## src/design/sfpm_params.svh

```systemverilog
// Constants for the status, fault-pin mapping and trim register block.
`ifndef SFPM_PARAMS_SVH
`define SFPM_PARAMS_SVH

// Two-wire bus slave address and register pointer values.
`define SFPM_DEV_ADDR 7'h6c
`define SFPM_OFS_ROUTING 8'h00
`define SFPM_OFS_CONDITION 8'h01
`define SFPM_READ_UNMAPPED 8'h00

// Routing register reset value and field positions.
`define SFPM_ROUTING_POR 8'h40
`define SFPM_RT_FAULT 0
`define SFPM_RT_SHUT 1
`define SFPM_RT_SPLIT 2
`define SFPM_RT_LOAD 3
`define SFPM_RT_WARN 4
`define SFPM_RT_COMP_LSB 5
`define SFPM_RT_COMP_MSB 7

// Trim codes and the capacitance in pF that each selects.
`define SFPM_COMP_43 3'h0
`define SFPM_COMP_37 3'h1
`define SFPM_COMP_31 3'h2
`define SFPM_COMP_25 3'h3
`define SFPM_COMP_18 3'h4
`define SFPM_PF_43 6'h2b
`define SFPM_PF_37 6'h25
`define SFPM_PF_31 6'h1f
`define SFPM_PF_25 6'h19
`define SFPM_PF_18 6'h12
`define SFPM_PF_NONE 6'h00

// Positions in the vector of inputs that cross into the core clock.
`define SFPM_NPIN 18
`define SFPM_PIN_SCL 0
`define SFPM_PIN_SDA 1
`define SFPM_PIN_MUTE 2
`define SFPM_PIN_SHUT 3
`define SFPM_PIN_WARN 4
`define SFPM_PIN_HIGH 5
`define SFPM_PIN_LOW 6
`define SFPM_PIN_OC 7
`define SFPM_PIN_PUMP 8
`define SFPM_PIN_DIAG 9
`define SFPM_PIN_CLIP 10
`define SFPM_PIN_EXC 14

// Condition byte bit positions and idle levels of the synchronised pins.
`define SFPM_CD_SHUT 6
`define SFPM_CD_WARN 5
`define SFPM_CD_HIGH 4
`define SFPM_CD_LOW 3
`define SFPM_CD_OC 2
`define SFPM_PIN_IDLE 18'h03dff

// Bit counts of one bus byte.
`define SFPM_BITS_BYTE 4'h8
`define SFPM_BITS_ZERO 4'h0
`define SFPM_BITS_ONE 4'h1

`endif

```

## src/design/sfpm_pkg.sv

```systemverilog
// Types shared by the status and fault-pin mapping block.
package sfpm_pkg;

  // Phases of the two-wire bus slave.
  typedef enum logic [3:0] {
    SFPM_IDLE,
    SFPM_ADDR,
    SFPM_ADDR_ACK,
    SFPM_PTR,
    SFPM_PTR_ACK,
    SFPM_WDATA,
    SFPM_WDATA_ACK,
    SFPM_RDATA,
    SFPM_RACK
  } sfpm_i2c_state_t;

  // Whole state of the core module.
  typedef struct packed {
    logic [17:0] meta;
    logic [17:0] sync;
    logic scl_d;
    logic sda_d;
    sfpm_i2c_state_t state;
    logic [3:0] bitcnt;
    logic [7:0] shreg;
    logic [7:0] ptr;
    logic rw;
    logic mack;
    logic sda_oe_n;
    logic [7:0] routing;
    logic [3:0] load;
    logic [5:0] trim_pf;
    logic trim_rsvd;
  } sfpm_core_t;

  // Whole state of the pin mapper.
  typedef struct packed {
    logic alarm_oe_n;
    logic cl0_oe_n;
    logic cl1_oe_n;
    logic mute_req;
  } sfpm_map_t;

endpackage

```

## src/design/sfpm_map_if.sv

```systemverilog
// Carrier between the register core and the indicator pin mapper.
`timescale 1ns/10ps
interface sfpm_map_if;
  logic [7:0] routing;
  logic [7:0] condition;
  logic [3:0] clip_n;
  logic [3:0] load;
  logic mute_pin;
  logic alarm_oe_n;
  logic cl0_oe_n;
  logic cl1_oe_n;
  logic mute_req;

  modport core (
    output routing, condition, clip_n, load, mute_pin,
    input alarm_oe_n, cl0_oe_n, cl1_oe_n, mute_req
  );
  modport mapper (
    input routing, condition, clip_n, load, mute_pin,
    output alarm_oe_n, cl0_oe_n, cl1_oe_n, mute_req
  );
endinterface

```

## src/design/sfpm_map.sv

```systemverilog
// Routes status flags to the open-drain alarm and clip pins.
`timescale 1ns/10ps
`include "sfpm_params.svh"
module sfpm_map (
  // Clock and synchronised reset.
  input wire logic clk_in,
  input wire logic rst_n_in,
  // Link to the register core.
  sfpm_map_if.mapper m
);
  sfpm_pkg::sfpm_map_t q_ff, nxt_q;

  // All flags arrive active low; invert once here for readability.
  always_comb begin
    logic warn;
    logic shut;
    logic fault;
    logic [3:0] clip;
    logic cl0;
    logic cl1;
    logic second_out;
    cl0 = 1'b0;
    cl1 = 1'b0;
    warn = ~m.condition[`SFPM_CD_WARN];
    shut = ~m.condition[`SFPM_CD_SHUT];
    fault = ~m.condition[`SFPM_CD_HIGH] | ~m.condition[`SFPM_CD_LOW] |
            ~m.condition[`SFPM_CD_OC];
    clip = ~m.clip_n;
    nxt_q = q_ff;
    // Warning only reaches the pin when shutdown routing is also on.
    nxt_q.alarm_oe_n = ~((m.routing[`SFPM_RT_FAULT] & fault) |
                         (m.routing[`SFPM_RT_SHUT] & shut) |
                         (m.routing[`SFPM_RT_SHUT] &
                          m.routing[`SFPM_RT_WARN] & warn));
    // Clip split chooses one summary pin or two halves.
    if (m.routing[`SFPM_RT_SPLIT]) begin
      cl0 = |clip[1:0];
      cl1 = |clip[3:2];
    end else begin
      cl0 = |clip;
      cl1 = 1'b0;
    end
    // Load indicators join the clip pins while their routing is on.
    if (m.routing[`SFPM_RT_LOAD]) begin
      cl0 = cl0 | (|m.load[1:0]);
      cl1 = cl1 | (|m.load[3:2]);
    end
    second_out = m.routing[`SFPM_RT_SPLIT] | m.routing[`SFPM_RT_LOAD];
    nxt_q.cl0_oe_n = ~cl0;
    nxt_q.cl1_oe_n = ~(cl1 & second_out);
    // A driven shared pin would read back as its own pull, so mute is off.
    nxt_q.mute_req = ~second_out & ~m.mute_pin;
  end

  // Pins released and mute off while in reset.
  always_ff @(posedge clk_in or negedge rst_n_in) begin
    if (!rst_n_in) begin
      q_ff <= '{alarm_oe_n: 1'b1, cl0_oe_n: 1'b1, cl1_oe_n: 1'b1,
                mute_req: 1'b0};
    end else begin
      q_ff <= nxt_q;
    end
  end

  assign m.alarm_oe_n = q_ff.alarm_oe_n;
  assign m.cl0_oe_n = q_ff.cl0_oe_n;
  assign m.cl1_oe_n = q_ff.cl1_oe_n;
  assign m.mute_req = q_ff.mute_req;
endmodule

```

## src/design/sfpm_top.sv

```systemverilog
// Status register, indicator routing register and two-wire bus slave.
//
// Contract
// - Trim code selects 43/37/31/25/18 pF, rest reserved.
// - Warning drives alarm pin only with shutdown routing.
// - Load routing puts load indicators on clip pins.
// - Diagnostic current over threshold sets load indicator.
// - Split clear: one clip pin, shared pin mutes unless load routing is on.
// - Split set: clip pins cover outputs 0-1, 2-3.
// - Shutdown routing puts thermal shutdown on alarm pin.
// - Fault routing puts supply and overcurrent faults on pin.
// - Status byte layout: unused, shutdown ... clip summary.
// - Status flags read zero while their condition holds.
`timescale 1ns/10ps
`include "sfpm_params.svh"
module sfpm_top (
  // Clock and resets.
  input wire logic core_clk_in,
  input wire logic rst_n_in,
  input wire logic soft_rst_in,
  // Two-wire control bus pins.
  input wire logic scl_in,
  input wire logic sda_in,
  output logic sda_out,
  output logic sda_oe_n_out,
  // Raw condition flags from the analog monitors, active low.
  input wire logic thermal_shutdown_flag_n_in,
  input wire logic thermal_warning_flag_n_in,
  input wire logic supply_high_flag_n_in,
  input wire logic supply_low_flag_n_in,
  input wire logic overcurrent_summary_flag_n_in,
  input wire logic pump_hold_low_flag_n_in,
  input wire logic [3:0] clip_n_in,
  // Load diagnostic inputs.
  input wire logic diag_active_in,
  input wire logic [3:0] low_current_exceed_in,
  // Open-drain indicator pins.
  output logic combined_alarm_pin_n_out,
  output logic combined_alarm_pin_n_oe_n_out,
  output logic first_clipping_pin_n_out,
  output logic first_clipping_pin_n_oe_n_out,
  input wire logic silence_or_clipping_pin_n_in,
  output logic silence_or_clipping_pin_n_out,
  output logic silence_or_clipping_pin_n_oe_n_out,
  // Decoded controls for the analog core.
  output logic mute_request_out,
  output logic [2:0] comp_trim_out,
  output logic [5:0] trim_cap_pf_out,
  output logic trim_reserved_out,
  output logic [3:0] channel_load_out
);
  sfpm_pkg::sfpm_core_t q_ff, nxt_q;
  logic [1:0] rst_sync_ff;
  logic rst_n;
  logic [`SFPM_NPIN-1:0] raw_pins;
  logic [7:0] condition;
  sfpm_map_if map_link ();

  // Capacitance selected by a trim code; reserved codes give none.
  function automatic logic [5:0] cap_pf(input logic [2:0] code);
    case (code)
      `SFPM_COMP_43: cap_pf = `SFPM_PF_43;
      `SFPM_COMP_37: cap_pf = `SFPM_PF_37;
      `SFPM_COMP_31: cap_pf = `SFPM_PF_31;
      `SFPM_COMP_25: cap_pf = `SFPM_PF_25;
      `SFPM_COMP_18: cap_pf = `SFPM_PF_18;
      default: cap_pf = `SFPM_PF_NONE;
    endcase
  endfunction

  // Register read decode; unmapped pointers read as zero.
  function automatic logic [7:0] reg_read(input logic [7:0] ptr,
                                          input logic [7:0] routing,
                                          input logic [7:0] cond);
    if (ptr == `SFPM_OFS_ROUTING) begin
      reg_read = routing;
    end else if (ptr == `SFPM_OFS_CONDITION) begin
      reg_read = cond;
    end else begin
      reg_read = `SFPM_READ_UNMAPPED;
    end
  endfunction

  // Reset release is synchronised so all flops leave reset together.
  always_ff @(posedge core_clk_in or negedge rst_n_in) begin
    if (!rst_n_in) begin
      rst_sync_ff <= 2'h0;
    end else begin
      rst_sync_ff <= {rst_sync_ff[0], 1'b1};
    end
  end
  assign rst_n = rst_sync_ff[1];

  // Every pin-side input passes two flops before any logic sees it.
  assign raw_pins = {low_current_exceed_in, clip_n_in, diag_active_in,
                     pump_hold_low_flag_n_in, overcurrent_summary_flag_n_in,
                     supply_low_flag_n_in, supply_high_flag_n_in,
                     thermal_warning_flag_n_in, thermal_shutdown_flag_n_in,
                     silence_or_clipping_pin_n_in, sda_in, scl_in};

  // Status byte, flags passed through with their active-low sense.
  assign condition = {1'b0,
                      q_ff.sync[`SFPM_PIN_SHUT],
                      q_ff.sync[`SFPM_PIN_WARN],
                      q_ff.sync[`SFPM_PIN_HIGH],
                      q_ff.sync[`SFPM_PIN_LOW],
                      q_ff.sync[`SFPM_PIN_OC],
                      q_ff.sync[`SFPM_PIN_PUMP],
                      &q_ff.sync[`SFPM_PIN_CLIP +: 4]};

  // Bus slave, load indicators and trim decode.
  always_comb begin
    logic scl;
    logic sda;
    logic scl_rise;
    logic scl_fall;
    logic start;
    logic stop;
    logic [7:0] rdata;
    nxt_q = q_ff;
    nxt_q.meta = raw_pins;
    nxt_q.sync = q_ff.meta;
    scl = q_ff.sync[`SFPM_PIN_SCL];
    sda = q_ff.sync[`SFPM_PIN_SDA];
    nxt_q.scl_d = scl;
    nxt_q.sda_d = sda;
    scl_rise = scl & ~q_ff.scl_d;
    scl_fall = ~scl & q_ff.scl_d;
    start = scl & q_ff.scl_d & q_ff.sda_d & ~sda;
    stop = scl & q_ff.scl_d & ~q_ff.sda_d & sda;
    rdata = reg_read(q_ff.ptr, q_ff.routing, condition);
    // Indicators follow the comparators only while a diagnostic runs.
    nxt_q.load = q_ff.sync[`SFPM_PIN_DIAG] ?
                 q_ff.sync[`SFPM_PIN_EXC +: 4] : 4'h0;
    nxt_q.trim_pf =
      cap_pf(q_ff.routing[`SFPM_RT_COMP_MSB:`SFPM_RT_COMP_LSB]);
    nxt_q.trim_rsvd = (nxt_q.trim_pf == `SFPM_PF_NONE);
    if (start) begin
      nxt_q.state = sfpm_pkg::SFPM_ADDR;
      nxt_q.bitcnt = `SFPM_BITS_ZERO;
      nxt_q.sda_oe_n = 1'b1;
    end else if (stop) begin
      nxt_q.state = sfpm_pkg::SFPM_IDLE;
      nxt_q.sda_oe_n = 1'b1;
    end else begin
      unique case (q_ff.state)
        sfpm_pkg::SFPM_IDLE: begin
          nxt_q.sda_oe_n = 1'b1;
        end
        sfpm_pkg::SFPM_ADDR, sfpm_pkg::SFPM_PTR, sfpm_pkg::SFPM_WDATA: begin
          if (scl_rise) begin
            nxt_q.shreg = {q_ff.shreg[6:0], sda};
            nxt_q.bitcnt = q_ff.bitcnt + `SFPM_BITS_ONE;
          end else if (scl_fall && q_ff.bitcnt == `SFPM_BITS_BYTE) begin
            nxt_q.sda_oe_n = 1'b0;
            if (q_ff.state == sfpm_pkg::SFPM_ADDR) begin
              nxt_q.rw = q_ff.shreg[0];
              if (q_ff.shreg[7:1] == `SFPM_DEV_ADDR) begin
                nxt_q.state = sfpm_pkg::SFPM_ADDR_ACK;
              end else begin
                nxt_q.state = sfpm_pkg::SFPM_IDLE;
                nxt_q.sda_oe_n = 1'b1;
              end
            end else if (q_ff.state == sfpm_pkg::SFPM_PTR) begin
              nxt_q.ptr = q_ff.shreg;
              nxt_q.state = sfpm_pkg::SFPM_PTR_ACK;
            end else begin
              // Only the routing register takes writes.
              if (q_ff.ptr == `SFPM_OFS_ROUTING) begin
                nxt_q.routing = q_ff.shreg;
              end
              nxt_q.ptr = q_ff.ptr + 8'h01;
              nxt_q.state = sfpm_pkg::SFPM_WDATA_ACK;
            end
          end
        end
        sfpm_pkg::SFPM_ADDR_ACK: begin
          if (scl_fall) begin
            nxt_q.bitcnt = `SFPM_BITS_ZERO;
            if (q_ff.rw) begin
              nxt_q.shreg = rdata;
              nxt_q.sda_oe_n = rdata[7];
              nxt_q.ptr = q_ff.ptr + 8'h01;
              nxt_q.state = sfpm_pkg::SFPM_RDATA;
            end else begin
              nxt_q.sda_oe_n = 1'b1;
              nxt_q.state = sfpm_pkg::SFPM_PTR;
            end
          end
        end
        sfpm_pkg::SFPM_PTR_ACK, sfpm_pkg::SFPM_WDATA_ACK: begin
          if (scl_fall) begin
            nxt_q.bitcnt = `SFPM_BITS_ZERO;
            nxt_q.sda_oe_n = 1'b1;
            nxt_q.state = sfpm_pkg::SFPM_WDATA;
          end
        end
        sfpm_pkg::SFPM_RDATA: begin
          if (scl_rise) begin
            nxt_q.bitcnt = q_ff.bitcnt + `SFPM_BITS_ONE;
          end else if (scl_fall) begin
            if (q_ff.bitcnt == `SFPM_BITS_BYTE) begin
              nxt_q.sda_oe_n = 1'b1;
              nxt_q.state = sfpm_pkg::SFPM_RACK;
            end else begin
              nxt_q.shreg = {q_ff.shreg[6:0], 1'b0};
              nxt_q.sda_oe_n = q_ff.shreg[6];
            end
          end
        end
        sfpm_pkg::SFPM_RACK: begin
          // A master NACK ends the read; the slave waits for stop.
          if (scl_rise) begin
            nxt_q.mack = ~sda;
          end else if (scl_fall) begin
            if (q_ff.mack) begin
              nxt_q.bitcnt = `SFPM_BITS_ZERO;
              nxt_q.shreg = rdata;
              nxt_q.sda_oe_n = rdata[7];
              nxt_q.ptr = q_ff.ptr + 8'h01;
              nxt_q.state = sfpm_pkg::SFPM_RDATA;
            end else begin
              nxt_q.state = sfpm_pkg::SFPM_IDLE;
            end
          end
        end
        default: begin
          nxt_q.state = sfpm_pkg::SFPM_IDLE;
          nxt_q.sda_oe_n = 1'b1;
        end
      endcase
    end
    // Soft reset returns the registers and the bus to their reset state.
    if (soft_rst_in) begin
      nxt_q.routing = `SFPM_ROUTING_POR;
      nxt_q.state = sfpm_pkg::SFPM_IDLE;
      nxt_q.sda_oe_n = 1'b1;
      nxt_q.ptr = 8'h00;
    end
  end

  // One register for the whole core state.
  always_ff @(posedge core_clk_in or negedge rst_n) begin
    if (!rst_n) begin
      q_ff <= '{meta: `SFPM_PIN_IDLE, sync: `SFPM_PIN_IDLE, scl_d: 1'b1,
                sda_d: 1'b1, state: sfpm_pkg::SFPM_IDLE, bitcnt: 4'h0,
                shreg: 8'h00, ptr: 8'h00, rw: 1'b0, mack: 1'b0,
                sda_oe_n: 1'b1, routing: `SFPM_ROUTING_POR, load: 4'h0,
                trim_pf: `SFPM_PF_31, trim_rsvd: 1'b0};
    end else begin
      q_ff <= nxt_q;
    end
  end

  // Feed the pin mapper.
  assign map_link.routing = q_ff.routing;
  assign map_link.condition = condition;
  assign map_link.clip_n = q_ff.sync[`SFPM_PIN_CLIP +: 4];
  assign map_link.load = q_ff.load;
  assign map_link.mute_pin = q_ff.sync[`SFPM_PIN_MUTE];

  sfpm_map u_map (
    .clk_in(core_clk_in),
    .rst_n_in(rst_n),
    .m(map_link)
  );

  // Open-drain pins only ever pull low.
  assign sda_out = 1'b0;
  assign sda_oe_n_out = q_ff.sda_oe_n;
  assign combined_alarm_pin_n_out = 1'b0;
  assign combined_alarm_pin_n_oe_n_out = map_link.alarm_oe_n;
  assign first_clipping_pin_n_out = 1'b0;
  assign first_clipping_pin_n_oe_n_out = map_link.cl0_oe_n;
  assign silence_or_clipping_pin_n_out = 1'b0;
  assign silence_or_clipping_pin_n_oe_n_out = map_link.cl1_oe_n;
  assign mute_request_out = map_link.mute_req;
  assign comp_trim_out = q_ff.routing[`SFPM_RT_COMP_MSB:`SFPM_RT_COMP_LSB];
  assign trim_cap_pf_out = q_ff.trim_pf;
  assign trim_reserved_out = q_ff.trim_rsvd;
  assign channel_load_out = q_ff.load;
endmodule

```

## config.mk

```make
export PLATFORM = sky130hd
export DESIGN_NAME = sfpm_top
export DESIGN_NICKNAME = d
export VERILOG_FILES = /design/src/design/sfpm_pkg.sv /design/src/design/sfpm_map_if.sv /design/src/design/sfpm_map.sv /design/src/design/sfpm_top.sv
export VERILOG_INCLUDE_DIRS = /design/src /design/src/design
export SDC_FILE = /design/constraint.sdc
export NUM_CORES = 1
export LEC_CHECK = 0
export ABC_AREA = 1
export BUFFER_PORTS_ARGS = -buffer_cell sky130_fd_sc_hd__buf_2
export CAP_MARGIN = 20
export CORE_UTILIZATION = 44
export DETAILED_ROUTE_END_ITERATION = 8
export SLEW_MARGIN = 10
export SYNTH_ARGS = -nofsm -noshare
export SYNTH_HDL_FRONTEND = slang
export SYNTH_SLANG_ARGS = --single-unit
```

## constraint.sdc

```tcl
create_clock -name core_clk_in -period 3 [get_ports core_clk_in]
set_input_delay 0.15 -clock core_clk_in [delete_from_list [all_inputs] [get_ports core_clk_in]]
set_output_delay 0.15 -clock core_clk_in [all_outputs]
set_load 0.005 [all_outputs]
```

# After elaboration in Yosys (flattened, before gate mapping)
# Index checks and enable logic that the tools add are counted.
[classes] add_sub_neg=2 n_eq_ne=56 muxes=70 bitwise_logic=38 n_reduce_logical=27
[ops] cell="8-bit two-way mux" count=15
[ops] cell="24-bit two-way mux" count=3
[ops] cell="5-bit inequality test, second input constant" count=10
[ops] cell="9-bit two-way mux" count=5
[ops] cell="3-bit inequality test, second input constant" count=15
[ops] cell="4-bit two-way mux" count=10
[ops] cell="8-bit one-hot mux with 4 select lines" count=1
[ops] cell="2-bit inequality test, second input constant" count=15
[ops] cell="6-bit one-hot mux with 5 select lines" count=1
[ops] cell="4-bit one-hot mux with 6 select lines" count=1
[ops] cell="8-bit one-hot mux with 3 select lines" count=1
[ops] cell="22-bit two-way mux" count=1
[ops] cell="1-bit two-way mux" count=21
[ops] cell="20-bit two-way mux" count=1
[ops] cell="4-bit one-hot mux with 5 select lines" count=1
[ops] cell="9-bit AND reduction" count=2
[ops] cell="1-bit NOT" count=17
[ops] cell="4-bit by 3-bit == test with 1-bit output, second input constant" count=4
[ops] cell="16-bit two-way mux" count=1
[ops] cell="1-bit bitwise AND" count=13
[ops] cell="12-bit two-way mux" count=1
[ops] cell="12-bit AND reduction" count=1
[ops] cell="11-bit AND reduction" count=1
[ops] cell="10-bit two-way mux" count=1
[ops] cell="other kinds (32)" count=51
[totals] reg_bits=90 elab_cells=213

# Longest topological paths before layout
# Gate-level depths: netlist of run 1.
[depth] depth_word=10 mapped_depth=13

# Hierarchy
# From an unflattened synthesis of run 1, not the netlist that was laid out.
[unflattened] hier_cells=553 hier_area_um2=4498.1
[modules_own_cells] module="sfpm_top" instances=1 cells_per_inst=531 area_per_inst_um2=4315.4 seq_area_each_um2=2195.9
[modules_own_cells] module="sfpm_map" instances=1 cells_per_inst=22 area_per_inst_um2=182.7 seq_area_each_um2=103.8

# Least setup slack after synthesis of run 1
# OpenSTA, ideal clock, no wires.
[synth_timing] kind="reg2reg" from="reg q_ff[38] (netlist name)" to="reg q_ff (netlist bit map_link.routing[7])" arrival_time_ns=1.502 t_required_ns=2.924 setup_slack_ns=1.422 stages_incl_launch_ff=12 path_buffers=1 path_cell_list="dfrtp_1 inv_1 ha_1 nand3_1 nor2_1 nand2_1 nor2_1 nand3_1 nand2_2 buf_4 nand3_1 o21ai_1"
[synth_via] elab_chain_cells=4
[synth_rtl] element="start, declared" line_no="sfpm_top.sv:52" text="sfpm_pkg::sfpm_core_t q_ff, nxt_q;"
[synth_rtl] element="start signal, assigned" line_no="sfpm_top.sv:245" text="q_ff <= '{meta: `SFPM_PIN_IDLE, sync: `SFPM_PIN_IDLE, scl_d: 1'b1,"
[synth_rtl] element="start signal, assigned" line_no="sfpm_top.sv:251" text="q_ff <= nxt_q;"
[synth_rtl] element="4-bit == test (no source line)"
[synth_rtl] element="1-bit logical AND (no source line)"
[synth_rtl] element="2-bit nonzero test (no source line)"
[synth_rtl] element="8-bit AND reduction (no source line)"
# No other way between the ends.
# A chain may end at the register's enable or synchronous reset.

# Worst setup path after layout of run 1
[layout_timing] from="reg q_ff[44] (netlist name)" to="reg q_ff[34] (netlist name)"
[layout_via] elab_chain_cells=4 word_cells_on_any_way=19 classes_between="eq/ne (15); mux (1); reduce/logical (3)"
[layout_rtl] element="4-bit by 1-bit == test with 1-bit output (tied with other cells)" line_no="sfpm_top.sv:146" text="unique case (q_ff.state)"
[layout_rtl] element="3-bit OR reduction" line_no="sfpm_top.sv:146"
[layout_rtl] element="4-bit nonzero test (no source line) / 2-bit inequality test (equally long branches)"
[layout_rtl] element="12-bit AND reduction (no source line)"
# Parallel ways exist; a longest one is shown, timed or not.

==> flow_summary.toml, run 1 <==
[status]
outcome = "finished, final reports clean"

[global_routing]
grt_usage = 0.197
antenna_found_initial = 0
grt_pass1_vias = 3166
gr-total-overflow = 0
grt_max_degree = 85
grt_pass1_wl_um = 15400

[cts]
cts.sinks = 90
insertion_delay_ns = 0.36
cts.reportedPaths.clkPinSlew_ns = 0.10
cts_tree = "built"
cts_buffers = 9
root_buffer = "clkbuf_8"
cts.path.max_buffers = 2
htree_num_levels = 3
cts-resized-gates = 0

[pwr]
p_per_area_nw_per_um2 = 501
p_leak_nw = 2.48
finalPower_mw = 2.51
peakVddDrop_mv = 0.364

[critical_path]
cp_cell_sequence = "nor2_2 -> nand2_2 -> nand2_4 -> inv_2 -> nand3_1 -> nand2_1 -> nor2_2 -> nand2_2 -> o21ai_1"
slowest_stage = "dfrtp_1"
r2r_cells = 9
slowest_delay_ns = 0.47
cp-startpoint = "q_ff[44]"
worst_r2r_endpoint = "q_ff[34]"
setup.worst_path.end_class = "register"
critPathArrivalTime_ns = 2.24
cp_max_fo = 14
r2r-start = "q_ff[44]"
endpoint = "q_ff[34]"
ff2ff_setup_slack_ns = 1.02
cp.required_ns = 3.26
startpoint_type = "register"
crit_type = "reg -> reg"

[synthesis]
yosysMostFrequentCell = "nand2_1"
synth_top_cell_area_share = 0.296
ys.flop_type = "dfrtp_1"
synth.lib_cells_used.distinct = 34
synth_cells = 525
synth_seq_cells = 90
synth.cells.most_frequent = "145 x nand2_1, 54 x nor2_1, 52 x dfrtp_1"
synth.largest_area_cell = "dfrtp_1"
yosys_warnings = 0
avgSynthCellArea_um2 = 8.36
async_flop_share = 1.00
syn-cell-area_um2 = 4390
seq_area_frac_synth = 0.524
synth_edf_count = 0
netlist_top_cells_area = "dfrtp_1 30%, dfstp_2 23%, nand2_1 12%"

[floorplan]
start_util = 0.451
die_x_um = 102
row_count = 36
fp.dieH_um = 102
core_area_um2 = 9730
ios = 44
die-area_um2 = 10400

[detailed_routing]
drtIter0Drc = 304
drc = 0
wl_um = 9290
wl_per_cell_um = 13.0
vias = 3453
antenna_left = 0
drtPass1Iterations = 5
vias_per_cell = 4.85

[placed_design]
hpwl_um = 6520
routabilityCongestion = 0.945
portBuffers = 39
dp_slack_ns = 1.05

[hold_path]
min_path_type = "in -> async"

[sta]
setup_tns_ns = 0
tightest_slew_ns = 0.520
rsz0062_at_grt = "no"
fin_ws_ns = 1.02
maxSlewHeadroom = 0.653
hold_viol_final = 0
finClkSkew_ns = 0.0143
fin_crit_sh = 0.660
slew_violations = 0
period_needed_ns = 1.98
fmaxAchievable_mhz = 505
holdWs_ns = 0.101
finalSetupViolCount = 0

[cells_and_area]
drive_above_1_share = 0.230
num-nets-final = 600
area_growth_pct = 13.9
diodes = 0

[flow_run]
drv_cap = 0
where the power goes:
group / switching [mW] / internal, mW
clock: 0.478 / 0.342
combinational: 0.159 / 0.120
sequential: 0.0856 / 1.32
sequential cells by signal, indices dropped and copies added, names as in the netlist, 2 cells and up:
register and count:
condition 6, map_link.clip_n 4, rst_sync_ff 2, q_ff 33, nxt_q 20, channel_load_out 4
trim_cap_pf_out 6, map_link.routing 8
per-stage QoR:
step                      std cells   util  instance area (µm²)
after floorplan                 528      -                 4400
after global placement          676  0.471                 4590
after detailed placement        676  0.471                 4590
after CTS                       711  0.511                 4970
after global routing            712  0.514                 5000
final                           712  0.514                 5000
cell usage in the layout (no fill, tap or decap), types with 2 or more instances in the layout:
cell type,instances
dlygate4sd3_1,19
nor2_4,3
dfrtp_1,51
nand2_2,10
clkinvlp_4,2
nand2_1,145
buf_4,2
nand3_1,44
nand2_4,2
o21a_1,2
xor2_1,3
o21ai_2,4
o21ai_1,12
xnor2_1,2
o21ai_0,27
nor2_2,9
o2111ai_1,2
inv_8,2
buf_2,39
inv_1,49
nor3_1,4
ha_1,5
inv_6,2
dfstp_2,38
clkbuf_8,10
nand4_1,4
conb_1,5
nand3b_1,2
a21oi_1,10
a21boi_0,2
nor2_1,54
inv_2,7
critical path, delay by kind of cell, from the launching register on:
family | cells | cell delay [ns]
compound gates | 1 | 0.27
buf+inv | 1 | 0.14
flops | 1 | 0.47
simple gates | 7 | 0.99
logic make-up after synthesis:
kind of cell,share of synthesized area
adders and majority gates,0.0143
xor gates and xnor gates,0.00998
and+or+nand+nor,0.278
AOI/OAI and AO/OA,0.0801
other,0.00171
buffers and inverters,0.0921
DFF,0.524
layer usage:
layer	GRT usage	routed length, µm	vias up
li1	-	-	1733
met1	0.284	4610	1597
met2	0.292	4060	106
met5	0	0	-
met4	0.0604	199	0
met3	0.0492	422	17
how the worst min path moves through the flow:
stage	endpoint	cells after the start	slack, ns	start
after global placement	rst_sync_ff[0]	1	-0.07	rst_n_in
after floorplan	rst_sync_ff[0]	0	-0.15	rst_n_in
after CTS	rst_sync_ff[1]	2	0.09	rst_n_in
after global routing	rst_sync_ff[1]	2	0.12	rst_n_in
final	rst_sync_ff[1]	2	0.10	rst_n_in
after detailed placement	rst_sync_ff[0]	1	-0.06	rst_n_in
area by class of cell:
class                      count  area, µm²
clock buffer                  10        138
clock inverter                 6       55.1
fill                         915       4730
inverter                      56        210
multi-input combinational    356       1700
sequential                    90       2300
tap                          133        166
timing repair buffer          61        428
repair_timing:
item,4_1_cts,5_1_grt
buffers inserted,0,0
hold buffers,19,0
hold endpoints to repair,20,0
(Power assumes the default switching activity.)
==> inputs of run 2 (changes only) <==
- clock period: 3 -> 1.6 ns (I/O delays scaled with it)
==> run 2 against run 1 <==
  * The run now ends with setup timing left
  * Worst setup slack worse by 1.1 ns
  * Global-route usage up 1.8 points
  * Sequential cell count unchanged
  * Core utilization up 9.0 points
  * Clock power up 72%
  * Combinational power rose to 2.9 times the previous value
  * Sequential power up 86%
  * Wire length up 11%
  * Largest power group unchanged
==> flow_summary.toml, run 2 (synthesis results as in run 1) <==
[status]
outcome = "complete, but fails checks"
failed_checks = "setup timing"

[detailed_routing]
drtIter0Drc = 221
vias_per_cell = 4.77
drc = 0
drtPass1Iterations = 5
antenna_left = 0
wl_per_cell_um = 12.9
wl_um = 10300
vias = 3785

[placed_design]
routabilityCongestion = 0.948
portBuffers = 39
dp_slack_ns = -0.151
dp.cells = 745
hpwl_um = 7280

[pwr]
p_leak_nw = 2.90
seqPwrFrac = 0.542
peakVddDrop_mv = 0.653
power_switching_mw = 1.39
finalPower_mw = 4.84
power.internal_mw = 3.45
p_sw_frac = 0.287
p_per_area_nw_per_um2 = 825
clockPowerShare = 0.292
pwr-share-comb = 0.167

[critical_path]
crit_type = "reg -> reg"
cp_max_fo = 5
critPathArrivalTime_ns = 1.93
startpoint_type = "register"
setup.worst_path.end_class = "register"
cp.required_ns = 1.86

[sta]
rsz0062_at_grt = "yes"
hold_viol_final = 0
fin_crit_sh = 1.04
fin_ws_ns = -0.0696
fmaxAchievable_mhz = 599
holdWs_ns = 0.0398
slew_violations = 0
finClkSkew_ns = 0.0114
period_needed_ns = 1.67
finalSetupViolCount = 32

[cells_and_area]
layout_common_cells = "126 x nand2_1, 76 x buf_4, 47 x dfrtp_1, 40 x nor2_1"
fin_cells = 793
diodes = 0
largest_reg_flops = 33
fin_util = 0.604
num-nets-final = 681
top_register = "q_ff"
drive_above_1_share = 0.418
layout_commonest_cell = "nand2_1"
area_growth_pct = 33.8

[global_routing]
grt_pass1_wl_um = 16900
antenna_found_initial = 0
grt_usage = 0.214
grt_pass1_vias = 3650
grt_max_degree = 45
gr-total-overflow = 0

[cts]
insertion_delay_ns = 0.36
cts_tree = "built"
cts_buffers = 9
root_buffer = "clkbuf_8"
cts.path.max_buffers = 2
htree_num_levels = 3
cts.sinks = 90
cts.reportedPaths.clkPinSlew_ns = 0.09

[floorplan]
die_x_um = 102
ios = 44
fp.dieH_um = 102
die-area_um2 = 10400
row_count = 36
core_area_um2 = 9730
start_util = 0.451

[hold_path]
min_path_type = "in -> async"

[flow_run]
drv_cap = 0
[run 2: worst max-delay path, stage by stage, from the launching register on]
cell and delay [ns]:
dfstp_2 0.57, nand4_1 0.20, buf_4 0.21, inv_2 0.05
nor2_1 0.03, nand2_1 0.07, nand2_2 0.07, nor2_4 0.14
nand2_2 0.10, nand2_2 0.07, nand2_1 0.05
[run 2: path summary, 6_finish.rpt]
kind | startpoint | to | slack [ns] | depth (start not counted)
worst min register to register | rst_sync_ff[1] | q_ff[30] | 0.20 | 0
min in group core_clk_in | soft_rst_in | q_ff[42] | 0.16 | 5
worst min-delay path | rst_n_in | rst_sync_ff[1] | 0.04 | 2
worst max register to register | nxt_q[47] | q_ff[42] | -0.07 | 10
worst max-delay path | nxt_q[47] | q_ff[42] | -0.07 | 10
max in group asynchronous | rst_sync_ff[1] | q_ff[46] | 0.81 | 1
[run 2: metal layers]
| metal | vias to the layer above | global-route usage | wire [µm] |
|---|---|---|---|
| met5 | - | 0 | 0 |
| met4 | 0 | 0.0835 | 242 |
| met3 | 20 | 0.0417 | 450 |
| met2 | 96 | 0.346 | 4850 |
| met1 | 1769 | 0.286 | 4720 |
| li1 | 1900 | - | - |
[run 2: power by group through the flow]
stage                     logic, mW  registers, mW  clock network, mW
after floorplan               0.359           2.65                  0
after global placement        0.607           2.65                  0
after detailed placement      0.619           2.65                  0
after CTS                     0.740           2.61               1.46
after global routing          0.908           2.65               1.55
final                         0.808           2.62               1.41
[run 2: area by class of cell]
cell class | instances | area, µm²
repair buffers | 140 | 1030
multi-input cells | 358 | 1970
clock inverters | 6 | 47.5
well taps | 133 | 166
flip-flops and latches | 90 | 2310
fillers | 882 | 3860
inverters | 56 | 218
clock buffers | 10 | 128
[run 2: timing repair]
item	CTS	global route
gates resized for setup	50	48
buffers inserted	7	4
hold buffers	19	0
cloned	2	0
pin swaps	18	21
hold endpoints to repair	20	0
endpoints found under the setup margin	33	34
[run 2: per-stage QoR]
| step | cell area, µm² | TNS (ns) |
|---|---|---|
| after floorplan | 4400 | 0 |
| after global placement | 5120 | -2.82 |
| after detailed placement | 5120 | -3.36 |
| after CTS | 5690 | -0.975 |
| after global routing | 5870 | -4.03 |
| final | 5870 | -1.04 |
==> inputs of run 3 (changes only) <==
- ABC_AREA: 1 -> 0
- PLACE_DENSITY_LB_ADDON: not set -> 0.25
- clock period: 1.6 -> 2.2 ns (I/O delays scaled with it)
==> run 3 against run 2 <==
  * The flow now finishes without violations
  * Worst setup slack improved by 0.16 ns
  * Via count decreased by 21%
  * Maximum frequency decreased by 21%
  * Count of clock-buffer cells in the layout decreased by 1
  * Global-route usage decreased by 2.0 points
  * Largest power group unchanged
  * Clock power decreased by 22%
  * Synthesized cell count decreased by 29%
  * Combinational power decreased by 64%
  * Hold slack improved by 0.0095 ns
==> flow_summary.toml, run 3 <==
[status]
outcome = "finished, final reports clean"

[synthesis]
synth.largest_area_cell = "dfrtp_1"
synth_xor_area_frac = 0.0105
synth_top_cell_area_share = 0.312
synth_compound_area_frac = 0.145
async_flop_share = 1.00
syn-cell-area_um2 = 4170
ys.flop_type = "dfrtp_1"
synthMuxAreaShare = 0.0609
yosys.area_share.adder = 0.0150
synth.cells.most_frequent = "52 x dfrtp_1, 38 x dfstp_2, 27 x nand2_1"
seq_area_frac_synth = 0.551
netlist_top_cells_area = "dfrtp_1 31%, dfstp_2 24%, buf_4 3.8%"
avgSynthCellArea_um2 = 11.2
synth_top_family_by_area = "simple AND/OR/NAND/NOR gates"
synth_edf_count = 0
yosys_warnings = 0
synthSimpleGateAreaFrac = 0.145
synth_seq_cells = 90
yosysMostFrequentCell = "dfrtp_1"
synth_cells = 372
synth.lib_cells_used.distinct = 71

[sta]
tightest_slew_ns = 0.506
slew_violations = 0
maxSlewHeadroom = 0.662
rsz0062_at_grt = "no"
fmaxAchievable_mhz = 473
fin_ws_ns = 0.0867
finalSetupViolCount = 0
period_needed_ns = 2.11
finClkSkew_ns = 0.0119
fin_crit_sh = 0.961
hold_viol_final = 0
setup_tns_ns = 0

[cells_and_area]
top_register = "q_ff"
layout_commonest_cell = "dfrtp_1"
area_growth_pct = 17.2
num-nets-final = 459
layout_common_cells = "50 x dfrtp_1, 39 x buf_2, 38 x dfstp_2, 27 x nand2_1"
fin_cells = 549
largest_reg_flops = 33
diodes = 0
fin_util = 0.532
drive_above_1_share = 0.320

[critical_path]
r2r-start = "q_ff[26]"
ff2ff_setup_slack_ns = 0.09
crit_type = "reg -> reg"
slowest_stage = "or4_1"
cp.required_ns = 2.45
endpoint = "map_link.routing[2]"
cp_max_fo = 9
worst_r2r_endpoint = "map_link.routing[2]"
cp_cell_sequence = "or4_1 -> nor3_2 -> and4_1 -> buf_12 -> mux2i_1 -> nor2_1"
critPathArrivalTime_ns = 2.36
startpoint_type = "register"
r2r_cells = 6
setup.worst_path.end_class = "register"
cp-startpoint = "q_ff[26]"
slowest_delay_ns = 0.56

[detailed_routing]
wl_um = 8920
drc = 0
wl_per_cell_um = 16.3
vias = 2986
drtPass1Iterations = 5
vias_per_cell = 5.44
drtIter0Drc = 182
antenna_left = 0

[cts]
postCtsSetupRepairBufs = 0
cts_tree = "built"
cts.path.max_buffers = 2
htree_num_levels = 3
cts.sinks = 90
cts.reportedPaths.clkPinSlew_ns = 0.10
root_buffer = "clkbuf_8"
cts_buffers = 9
insertion_delay_ns = 0.36

[placed_design]
portBuffers = 39
routabilityCongestion = 0.894
dp.cells = 514
dp_slack_ns = 0.0631
hpwl_um = 6250

[global_routing]
grt_usage = 0.194
grt_max_degree = 39
grt_pass1_wl_um = 14900
antenna_found_initial = 0
grt_pass1_vias = 3120
gr-total-overflow = 0

[floorplan]
start_util = 0.454
die_x_um = 99.4
fp.dieH_um = 99.4
row_count = 35
core_area_um2 = 9200
die-area_um2 = 9880
ios = 44

[pwr]
clockPowerShare = 0.336
seqPwrFrac = 0.576
power_switching_mw = 0.900
finalPower_mw = 3.27
power.internal_mw = 2.37
peakVddDrop_mv = 0.484
p_sw_frac = 0.275
pwr-share-comb = 0.088
p_leak_nw = 2.11
p_per_area_nw_per_um2 = 669

[flow_run]
drv_cap = 0

[hold_path]
min_path_type = "in -> async"
==> run 3: how the worst min path moves through the flow <==
stage                         from             end  slack [ns]  cells after the start
after global placement    rst_n_in  rst_sync_ff[0]       -0.11                      1
after floorplan           rst_n_in  rst_sync_ff[0]       -0.19                      0
final                     rst_n_in  rst_sync_ff[1]        0.05                      2
after detailed placement  rst_n_in  rst_sync_ff[1]       -0.10                      1
after CTS                 rst_n_in  rst_sync_ff[1]        0.02                      2
after global routing      rst_n_in  rst_sync_ff[0]        0.03                      2
==> run 3: logic make-up (layout without fill, tap and decap cells) <==
family                   Yosys count  after routing
AND/OR/NAND/NOR                  111            111
flip-flops                        90             90
AO/OA/AOI/OAI                     87             87
buffers and inverters             51            114
multiplexers                      21             21
adder cells (fa/ha/maj)            5              5
XOR/XNOR                           5              5
other                              2              5
==> run 3: what timing repair did <==
action                                  in CTS  in global routing
hold buffers                                19                  0
resized for setup                            0                  2
hold endpoints to repair                    20                  0
endpoints found under the setup margin       0                  8
==> run 3: routing by layer <==
layer	up-vias	GRT usage	share of wire
li1	1433	-	-
met1	1462	0.252	0.45
met2	79	0.318	0.49
met3	12	0.0422	0.043
met4	0	0.0803	0.017
met5	-	0	0
==> run 3: cell type report <==
type | count | area (µm²)
Clock buffer | 9 | 124
Timing Repair Buffer | 83 | 598
Sequential cell | 90 | 2300
Tap cell | 111 | 139
Clock inverter | 7 | 70.1
Fill cell | 818 | 4300
Multi-Input combinational cell | 234 | 1600
Inverter | 15 | 56.3
==> run 3: stage by stage <==
stage               area (µm²)  hold WS, ns
detailed placement        4510       -0.101
global route              4890       0.0321
finish                    4890       0.0493
CTS                       4890       0.0246
floorplan                 4190       -0.186
global placement          4510       -0.105
==> run 3: power by group through the flow <==
stage / registers [mW] / logic (mW) / clock network [mW]
after floorplan: 1.88 / 0.189 / 0
after global placement: 1.91 / 0.257 / 0
after detailed placement: 1.92 / 0.263 / 0
after CTS: 1.89 / 0.290 / 1.14
after global routing: 1.91 / 0.319 / 1.20
final: 1.89 / 0.288 / 1.10
==> run 3: worst max-delay path: cells and delay by family, from the launching register on <==
kind	cells	cell delay [ns]
mux	1	0.19
flops	1	0.45
buf+inv	1	0.15
simple gates	4	1.21
